[src/shared/svc_regs.svh]
// timing counts and register offsets shared by both ends of the services link
// assumes a 20 MHz core clock; included by bare name
`ifndef SVC_REGS_SVH
`define SVC_REGS_SVH
`define CLK_HZ 20000000
`define REF_HZ 5000000
`define RESET_HOLD_MS 100
`define REF_DIV (`CLK_HZ / `REF_HZ)
`define RESET_HOLD_CYC ((`CLK_HZ / 1000) * `RESET_HOLD_MS)
`define REF_PER_INTERVAL ((`REF_HZ / 1000) * `RESET_HOLD_MS)
`define DS_CTRL_ADDR 4'h0
`define DS_STAT_ADDR 4'h1
`define IRQ_STAT_ADDR 4'h2
`define IRQ_MASK_ADDR 4'h3
`define HOST_CTRL_ADDR 4'h4
`define HOST_STAT_ADDR 4'h5
`define BOOT_ACCEPT_BIT 0
`define HALT_ENTER_BIT 1
`define FAULT_BIT 2
`define DS_FAULT_BIT 3
`endif

[src/shared/svc_pkg.sv]
// types shared by both ends of the services link
// assumes nothing beyond the compiler
package svc_pkg;
  typedef enum logic [4:0] {
    ST_BOOT_WAIT = 5'h01,
    ST_RUN = 5'h02,
    ST_HALT = 5'h04,
    ST_RESET = 5'h08,
    ST_IDLE = 5'h10
  } dev_state_t;
  typedef enum logic [3:0] {
    HS_IDLE = 4'h1,
    HS_HOLD = 4'h2,
    HS_SETTLE = 4'h4,
    HS_READY = 4'h8
  } host_state_t;
  typedef logic [3:0] lane_t;
endpackage : svc_pkg

[src/shared/svc_if.sv]
// pins between the host controller and the module services logic
// the open-drain fault line resolves here with a pull-up
`timescale 1ns/1ps
interface svc_if;
  logic ref_tick;
  logic reset_pin;
  logic analyse_pin;
  logic first_rate_select;
  logic other_rates_select;
  logic [3:0] serial_port_rx;
  logic [3:0] serial_port_tx;
  logic fault_out_n_oe_n;
  wire fault_out_n;
  // released line reads high through the pull-up
  assign fault_out_n = fault_out_n_oe_n ? 1'b1 : 1'b0;
  modport dev (input ref_tick, input reset_pin, input analyse_pin,
    input first_rate_select, input other_rates_select,
    input serial_port_rx, output serial_port_tx,
    output fault_out_n_oe_n);
  modport host (output ref_tick, output reset_pin, output analyse_pin,
    output first_rate_select, output other_rates_select,
    output serial_port_rx, input serial_port_tx, input fault_out_n);
endinterface : svc_if

[src/core/pin_sync.sv]
// three-stage synchroniser with agreement filter for pins
// assumes a single core_clk domain
`timescale 1ns/1ps
module pin_sync #(
  parameter int W = 1
) (
  input wire logic core_clk,
  input wire logic resetn,
  input wire logic [W-1:0] pin,
  output logic [W-1:0] level
);
  logic [W-1:0] s1_q, s2_q, s3_q;
  // first stage feeds only the second
  always_ff @(posedge core_clk or negedge resetn) begin
    if (!resetn) begin
      s1_q <= '0;
      s2_q <= '0;
      s3_q <= '0;
    end else begin
      s1_q <= pin;
      s2_q <= s1_q;
      s3_q <= s2_q;
    end
  end
  // a bit changes only once stages two and three agree
  genvar i;
  for (i = 0; i < W; i++) begin : g_bit
    always_ff @(posedge core_clk or negedge resetn) begin
      if (!resetn) begin
        level[i] <= 1'b0;
      end else if (s2_q[i] == s3_q[i]) begin
        level[i] <= s3_q[i];
      end
    end
  end
endmodule : pin_sync

[src/core/svc_dev.sv]
// module services end: boot wait, halt, fault driver, downstream port
// assumes svc_if pins from the host and a plain register port
`timescale 1ns/1ps
`include "svc_regs.svh"
module svc_dev (
  input wire logic core_clk,
  input wire logic resetn,
  svc_if.dev link,
  input wire logic [3:0] addr,
  input wire logic [7:0] wdata,
  input wire logic wr,
  input wire logic rd,
  output logic [7:0] rdata,
  input wire logic internal_error,
  output logic booted,
  output logic halted,
  output logic bus_enable,
  output logic [1:0] port_fast,
  output logic [3:0] port_answer,
  output logic downstream_reset_out,
  output logic downstream_halt_out,
  input wire logic downstream_fault_in_n,
  output logic irq
);
  import svc_pkg::*;
  dev_state_t st_q;
  logic rst_s, ana_s, ref_s, ds_fault_n_s;
  logic ds_fault_s;
  logic ref_rise;
  logic [1:0] rate_s;
  logic [3:0] rx_s;
  logic [3:0] stat_q, mask_q;
  logic [3:0] ev;
  logic [1:0] ds_q;
  logic [3:0] state_keep_q;
  logic ref_prev_q;
  // the downstream fault pin is inverted before syncing; a raw active-low
  // pin would read as a fault for the first cycles after reset and set
  // a false sticky event
  pin_sync #(.W(10)) u_sync (
    .core_clk(core_clk),
    .resetn(resetn),
    .pin({link.reset_pin, link.analyse_pin, link.ref_tick,
      ~downstream_fault_in_n, link.other_rates_select,
      link.first_rate_select, link.serial_port_rx}),
    .level({rst_s, ana_s, ref_s, ds_fault_s, rate_s, rx_s})
  );
  assign ds_fault_n_s = ~ds_fault_s;

  // reference edge seen as a one-cycle enable for internal clocks;
  // the core clock is four times the reference, so each rising edge
  // of the synced level marks one reference period
  always_ff @(posedge core_clk or negedge resetn) begin
    if (!resetn) ref_prev_q <= 1'b0;
    else ref_prev_q <= ref_s;
  end
  assign ref_rise = ref_s & ~ref_prev_q;

  // rate pins: low slow, high fast, per group
  always_ff @(posedge core_clk or negedge resetn) begin
    if (!resetn) port_fast <= 2'h0;
    else port_fast <= rate_s;
  end
  // state: reset enters boot wait unless analyse asks for a halt;
  // a halt is left only by a reset without analyse, so the host may
  // interrogate a stopped processor for as long as it needs
  always_ff @(posedge core_clk or negedge resetn) begin
    if (!resetn) begin
      st_q <= ST_BOOT_WAIT;
    end else begin
      case (st_q)
        ST_BOOT_WAIT: begin
          if (rst_s) begin
            st_q <= ana_s ? ST_HALT : ST_RESET;
          end else if (|rx_s) begin
            st_q <= ST_RUN;
          end
        end
        ST_RUN, ST_IDLE: begin
          if (rst_s) begin
            st_q <= ana_s ? ST_HALT : ST_RESET;
          end
        end
        ST_HALT: begin
          // analyse still high keeps the halt; reset alone clears it
          if (rst_s && !ana_s) begin
            st_q <= ST_RESET;
          end
        end
        ST_RESET: begin
          if (!rst_s) begin
            st_q <= ST_BOOT_WAIT;
          end
        end
        default: begin
          st_q <= ST_BOOT_WAIT;
        end
      endcase
    end
  end

  // processor state kept across a halt, cleared by plain reset; it
  // advances once per reference period while the processor runs
  always_ff @(posedge core_clk or negedge resetn) begin
    if (!resetn) begin
      state_keep_q <= 4'h0;
    end else if (st_q == ST_RESET) begin
      state_keep_q <= 4'h0;
    end else if (st_q == ST_RUN && ref_rise) begin
      state_keep_q <= state_keep_q + 4'h1;
    end
  end

  // run and halt flags follow the state directly
  assign booted = (st_q == ST_RUN);
  assign halted = (st_q == ST_HALT);
  assign bus_enable = booted;

  // each port answers on its own: a halted processor echoes the
  // interrogation, a running one shows its kept state
  genvar p;
  for (p = 0; p < 4; p++) begin : g_port
    always_ff @(posedge core_clk or negedge resetn) begin
      if (!resetn) begin
        port_answer[p] <= 1'b0;
      end else if (st_q == ST_HALT) begin
        port_answer[p] <= rx_s[p];
      end else if (st_q == ST_RUN) begin
        port_answer[p] <= state_keep_q[p];
      end else begin
        port_answer[p] <= 1'b0;
      end
    end
  end
  assign link.serial_port_tx = port_answer;

  // open drain: enable low means pulling low; the output never drives
  // high, so several modules may share one pulled-up fault line and
  // any of them can pull it down
  assign link.fault_out_n_oe_n = ~internal_error;


  // downstream control: bit0 reset, bit1 analyse, same polarity as the
  // module's own pins, so a register one asserts the downstream pin;
  // a plain reset of this module clears both
  always_ff @(posedge core_clk or negedge resetn) begin
    if (!resetn) ds_q <= 2'h0;
    else if (st_q == ST_RESET) ds_q <= 2'h0;
    else if (wr && addr == `DS_CTRL_ADDR) ds_q <= wdata[1:0];
  end
  assign downstream_reset_out = ds_q[0];
  assign downstream_halt_out = ds_q[1];

  // event sources: boot accepted, halt entered, internal error and
  // downstream fault, in the order of the status bits
  assign ev = {ds_fault_s, internal_error,
    (st_q != ST_HALT) & rst_s & ana_s,
    (st_q == ST_BOOT_WAIT) & (|rx_s) & !rst_s};

  // sticky bits, one flop each; set wins over a write-one clear so an
  // event that lands in the clearing cycle is never lost
  genvar b;
  for (b = 0; b < 4; b++) begin : g_stat
    always_ff @(posedge core_clk or negedge resetn) begin
      if (!resetn) begin
        stat_q[b] <= 1'b0;
      end else if (ev[b]) begin
        stat_q[b] <= 1'b1;
      end else if (wr && addr == `IRQ_STAT_ADDR && wdata[b]) begin
        stat_q[b] <= 1'b0;
      end
    end
  end

  always_ff @(posedge core_clk or negedge resetn) begin
    if (!resetn) mask_q <= 4'h0;
    else if (wr && addr == `IRQ_MASK_ADDR) mask_q <= wdata[3:0];
  end
  assign irq = |(stat_q & mask_q);

  // read data stands the cycle after the strobe only and is zero
  // otherwise, so the read buses of both ends may simply be or-ed
  always_ff @(posedge core_clk or negedge resetn) begin
    if (!resetn) rdata <= 8'h00;
    else if (rd) begin
      case (addr)
        `DS_CTRL_ADDR: rdata <= {6'h00, ds_q};
        `DS_STAT_ADDR: rdata <= {st_q, 2'h0, ds_fault_n_s};
        `IRQ_STAT_ADDR: rdata <= {4'h0, stat_q};
        `IRQ_MASK_ADDR: rdata <= {4'h0, mask_q};
        default: rdata <= 8'h00;
      endcase
    end else rdata <= 8'h00;
  end
endmodule : svc_dev

[src/flat_wrapper.sv]
// flat-port wrapper written by rule: the top's interface ports become plain ports
module svc_dev_flat import svc_pkg::*;
  (core_clk, resetn, addr, wdata, wr, rd, rdata, internal_error, booted, halted, bus_enable, port_fast, port_answer, downstream_reset_out, downstream_halt_out, downstream_fault_in_n, irq, link_ref_tick, link_reset_pin, link_analyse_pin, link_first_rate_select, link_other_rates_select, link_serial_port_rx, link_serial_port_tx, link_fault_out_n_oe_n);
  svc_if link_i ();
  input wire logic core_clk;
  input wire logic resetn;
  input wire logic [3:0] addr;
  input wire logic [7:0] wdata;
  input wire logic wr;
  input wire logic rd;
  output logic [7:0] rdata;
  input wire logic internal_error;
  output logic booted;
  output logic halted;
  output logic bus_enable;
  output logic [1:0] port_fast;
  output logic [3:0] port_answer;
  output logic downstream_reset_out;
  output logic downstream_halt_out;
  input wire logic downstream_fault_in_n;
  output logic irq;
  input wire logic [$bits(link_i.ref_tick)-1:0] link_ref_tick;
  input wire logic [$bits(link_i.reset_pin)-1:0] link_reset_pin;
  input wire logic [$bits(link_i.analyse_pin)-1:0] link_analyse_pin;
  input wire logic [$bits(link_i.first_rate_select)-1:0] link_first_rate_select;
  input wire logic [$bits(link_i.other_rates_select)-1:0] link_other_rates_select;
  input wire logic [$bits(link_i.serial_port_rx)-1:0] link_serial_port_rx;
  output wire logic [$bits(link_i.serial_port_tx)-1:0] link_serial_port_tx;
  output wire logic [$bits(link_i.fault_out_n_oe_n)-1:0] link_fault_out_n_oe_n;
  assign link_i.ref_tick = link_ref_tick;
  assign link_i.reset_pin = link_reset_pin;
  assign link_i.analyse_pin = link_analyse_pin;
  assign link_i.first_rate_select = link_first_rate_select;
  assign link_i.other_rates_select = link_other_rates_select;
  assign link_i.serial_port_rx = link_serial_port_rx;
  assign link_serial_port_tx = link_i.serial_port_tx;
  assign link_fault_out_n_oe_n = link_i.fault_out_n_oe_n;
  svc_dev u_core (.core_clk(core_clk), .resetn(resetn), .link(link_i), .addr(addr), .wdata(wdata), .wr(wr), .rd(rd), .rdata(rdata), .internal_error(internal_error), .booted(booted), .halted(halted), .bus_enable(bus_enable), .port_fast(port_fast), .port_answer(port_answer), .downstream_reset_out(downstream_reset_out), .downstream_halt_out(downstream_halt_out), .downstream_fault_in_n(downstream_fault_in_n), .irq(irq));
endmodule
[config.mk]
export PLATFORM = sky130hd
export DESIGN_NAME = svc_dev_flat
export DESIGN_NICKNAME = d
export VERILOG_FILES = /design/src/shared/svc_pkg.sv /design/src/shared/svc_if.sv /design/src/core/pin_sync.sv /design/src/core/svc_dev.sv /design/src/flat_wrapper.sv
export VERILOG_INCLUDE_DIRS = /design/src /design/src/shared
export SDC_FILE = /design/constraint.sdc
export NUM_CORES = 1
export LEC_CHECK = 0
export BUFFER_PORTS_ARGS = -buffer_cell sky130_fd_sc_hd__buf_2
export CAP_MARGIN = 20
export CORE_UTILIZATION = 54
export DETAILED_ROUTE_END_ITERATION = 8
export PLACE_DENSITY = 0.78
export REMOVE_ABC_BUFFERS = 1
export SETUP_SLACK_MARGIN = 0.15
export SKIP_LAST_GASP = 1
export SLEW_MARGIN = 5
export SYNTH_ARGS = -nofsm -noshare
export SYNTH_HDL_FRONTEND = slang
export SYNTH_SLANG_ARGS = --single-unit
[constraint.sdc]
create_clock -name core_clk -period 2.2 [get_ports core_clk]
set_input_delay 0 -clock core_clk [delete_from_list [all_inputs] [get_ports core_clk]]
set_output_delay 0 -clock core_clk [all_outputs]
set_load 0.05 [all_outputs]
==> reports/qor.txt <==
=================================================================================================
Dpl hpwl                                                                                  2.74 mm
Number of buffers on the longest clock path                                                     2
Routed Wire Length                                                                        4.51 mm
Path class of the lowest-slack min-delay path                                              in2reg
Register-to-register path setup slack                                                      390 ps
Unrepaired setup endpoints after global routing                                             false
Global-route wire length before repair                                                    7.29 mm
Standard-cell rows                                                                             25
Yosys reg bits                                                                                 72
Remaining DRCs                                                                                  0
Worst Hold Path EP                                                                   u_core.rdata[3]
Power per cell area                                                                   1060 nW/um2
Antenna violations before repair                                                                0
Area delta synth->final                                                                     24.5%
Max IR drop VDD                                                                            586 uV
Number of max-capacitance violations reported                                                   0
Avg Inst Size Synth                                                                      13.7 um2
Core Box Area                                                                            4720 um2
Number of filler instances in the final layout                                                323
X dimension of the die                                                                    72.1 um
Die area                                                                                 5190 um2
Number of distinct library cell variants in the gate-level netlist after synthesis             45
DRC marker count from the first detailed-route iteration                                      105
Clk_lat worst skew                                                                         340 ps
Vias/cell                                                                                    5.16
Number of inserted diodes                                                                       0
Post-Route M1 WL                                                                          2.12 mm
Total number of H-tree levels                                                                   3
Number of cells traversed by the worst register-to-register path                                3
Synthesized instance count                                                                    193
Part of the cycle the worst path needs                                                      0.831
Final hold vios                                                                                 0
Layout cells sized above 1                                                                  0.296
Global placement routability congestion                                                     0.753
Final ANT Viol Nets                                                                             0
Boundary pin count                                                                             52
Total length of routed met3 wires                                                          144 um
Worst setup slack before clock tree synthesis                                              307 ps
Total CTS buffers                                                                               9
Routed WL per cell                                                                        13.8 um
Required time worst endpoint                                                              2200 ps
Total standard cell area after synthesis                                                 2650 um2
Post-CTS setup-driven buffer insertion count                                                    0
Register Area                                                                            1800 um2
Worst hold path startpoint                                                                addr[1]
Final number of max-transition violations                                                       0
Reg2reg end                                                                          u_core.state_keep_q[3]
Clock Pin Slew Worst Setup and Hold Paths                                                   80 ps
Finish-stage setup viols                                                                        0
GR Overflow Total                                                                               0
First-pass iteration count of the detailed router                                               4
NumNets Final                                                                                 283
Async SR Flop Fraction                                                                       1.00
Placed Area                                                                              2920 um2
Starting Density                                                                            0.561
Critical path class                                                                       reg2out
Final worst-path setup slack                                                               371 ps
Kind of start point of the critical path                                                 register
Number of I/O port buffers                                                                     46
Vertical die dimension                                                                    72.1 um
Total area of multi-input combinational cells                                             742 um2
Highest Clock Rate                                                                        547 MHz
WL met2                                                                                   2.11 mm
GRT Resource Usage Total                                                                    0.192
Count of warnings emitted by yosys                                                              0
Run status                                                                           finished, final reports clean
Worst setup EP type                                                                   output port
Setup TNS Final                                                                              0 ps
Layout Skew                                                                               4.35 ps
Share of synthesized area occupied by flip-flops and latches                                0.680
Number of enable-type register cells in the synthesized netlist                                 0
Leakage power                                                                             1.53 nW
Pin count of the biggest net entering global routing                                           73
Min-Delay Path Depth                                                                            3
Clock sink total                                                                               72
Ys flop type                                                                         sky130_fd_sc_hd__dfrtp_1
CTS root buf                                                                         sky130_fd_sc_hd__clkbuf_8
Finished Cell Area                                                                       3300 um2
Max Used Layer                                                                               met4
Maximum net fanout on the critical path                                                        10
Number of global-route vias before repair                                                    1527
Total number of vias                                                                         1686
CTS tree                                                                                     done
Arrival @ worst endpoint                                                                  1830 ps
Worst reg2reg startpoint                                                             u_core.st_q[2]
Post-layout minimum cycle time                                                            1830 ps
Post-layout total power                                                                   3.50 mW
=================================================================================================
==> worst max-delay path by stage <==
stage	startpoint	end	slack, ps	cells past startpoint
floorplan	u_core.st_q[1]	u_core.st_q[0]	190	3
global placement	u_core.st_q[0]	u_core.state_keep_q[3]	360	3
detailed placement	u_core.st_q[2]	u_core.state_keep_q[3]	310	3
CTS	u_core.st_q[2]	booted	250	3
global route	u_core.st_q[2]	bus_enable	280	3
finish	u_core.st_q[2]	booted	370	3
==> layout make-up <==
cell class | instances | share of cell area
clock inverters | 7 | 0.0292
clock buffers | 9 | 0.0375
inverters | 5 | 0.00569
repair buffers | 66 | 0.131
multi-input cells | 101 | 0.225
flip-flops and latches | 72 | 0.546
well taps | 67 | 0.0254
==> power by group <==
part | switching, mW | internal (mW) | leakage [nW]
sequential | 0.148 | 1.48 | 0.871
combinational | 0.478 | 0.273 | 0.543
clock | 0.484 | 0.640 | 0.113
total | 1.11 | 2.39 | 1.53
==> flip-flops by register name, summed over array words and instances (netlist names) <==
signal	count
u_core.state_keep_q	4
u_core.u_sync.s2_q	10
u_core.u_sync.level	10
u_core.u_sync.s1_q	10
u_core.u_sync.s3_q	10
u_core.mask_q	4
u_core.ref_prev_q	1
u_core.ds_q	2
u_core.stat_q	4
u_core.port_fast	2
u_core.rdata	7
u_core.st_q	4
u_core.link.serial_port_tx	4
==> per-layer routing <==
| layer | global-route usage | up-vias |
|---|---|---|
| met3 | 0.0472 | 11 |
| met2 | 0.281 | 45 |
| li1 | - | 803 |
| met4 | 0.135 | 0 |
| met5 | 0 | - |
| met1 | 0.251 | 827 |
==> worst max-delay path, cell delays in order (launching register included) <==
cell and delay (ps):
sky130_fd_sc_hd__dfrtp_1 470, sky130_fd_sc_hd__or4b_4 580, sky130_fd_sc_hd__inv_2 160, sky130_fd_sc_hd__buf_2 280
==> synthesized netlist by cell type, types with 2 or more instances <==
library cell                n  area share
sky130_fd_sc_hd__buf_4      7       0.020
sky130_fd_sc_hd__o31ai_1    3      0.0085
sky130_fd_sc_hd__and2_1     4      0.0094
sky130_fd_sc_hd__maj3_1    10       0.038
sky130_fd_sc_hd__dfrtp_1   71        0.67
sky130_fd_sc_hd__clkbuf_1   5      0.0071
sky130_fd_sc_hd__nand3b_1   3      0.0085
sky130_fd_sc_hd__o21ai_0    7       0.013
sky130_fd_sc_hd__or4b_1     2      0.0076
sky130_fd_sc_hd__mux2_2     6       0.025
sky130_fd_sc_hd__or4_1      3      0.0085
sky130_fd_sc_hd__nor2b_1    2      0.0047
sky130_fd_sc_hd__a41oi_1    2      0.0066
sky130_fd_sc_hd__a22oi_1    3      0.0085
sky130_fd_sc_hd__nand3_1    4      0.0076
sky130_fd_sc_hd__a22o_1     4       0.013
sky130_fd_sc_hd__inv_1      4      0.0057
sky130_fd_sc_hd__nor2_1     7      0.0099
sky130_fd_sc_hd__nor4b_1    2      0.0066
sky130_fd_sc_hd__nand2b_1   2      0.0047
sky130_fd_sc_hd__and2b_1    2      0.0057
sky130_fd_sc_hd__nor3b_1    4       0.011
sky130_fd_sc_hd__nand2_1    6      0.0085
sky130_fd_sc_hd__a21oi_1    9       0.017
==> kinds of logic after synthesis <==
family | Yosys count | synth area share
DFF | 72 | 0.680
and+or+nand+nor | 48 | 0.115
AOI/OAI and AO/OA | 33 | 0.0816
buffers and inverters | 20 | 0.0415
adders and majority gates | 11 | 0.0425
muxes | 8 | 0.0378
other | 1 | 0.00141
==> placed cells by master, fill, tap and decap left out, types with 6 or more instances in the layout <==
cell type / instances
sky130_fd_sc_hd__dfrtp_1: 71
sky130_fd_sc_hd__buf_2: 46
sky130_fd_sc_hd__dlygate4sd3_1: 16
sky130_fd_sc_hd__maj3_1: 10
sky130_fd_sc_hd__a21oi_1: 9
sky130_fd_sc_hd__clkbuf_8: 9
sky130_fd_sc_hd__nor2_1: 7
sky130_fd_sc_hd__o21ai_0: 7
sky130_fd_sc_hd__mux2_2: 6
sky130_fd_sc_hd__nand2_1: 6
==> through the flow <==
stage	hold WS [ps]	utilization	instances
6_report	44.3	0.699	327
5_1_grt	45.2	0.699	327
4_1_cts	23.5	0.698	327
3_5_place_dp	50.2	0.617	295
3_3_place_gp	48.7	0.617	295
2_1_floorplan	-296	-	178
==> timing repair <==
item                                    in CTS  in global routing
endpoints found under the hold margin       90                  0
endpoints found under the setup margin       0                  2
resized for setup                            0                  1
hold buffers                                16                  0
Power figures use the tool's default switching activity.
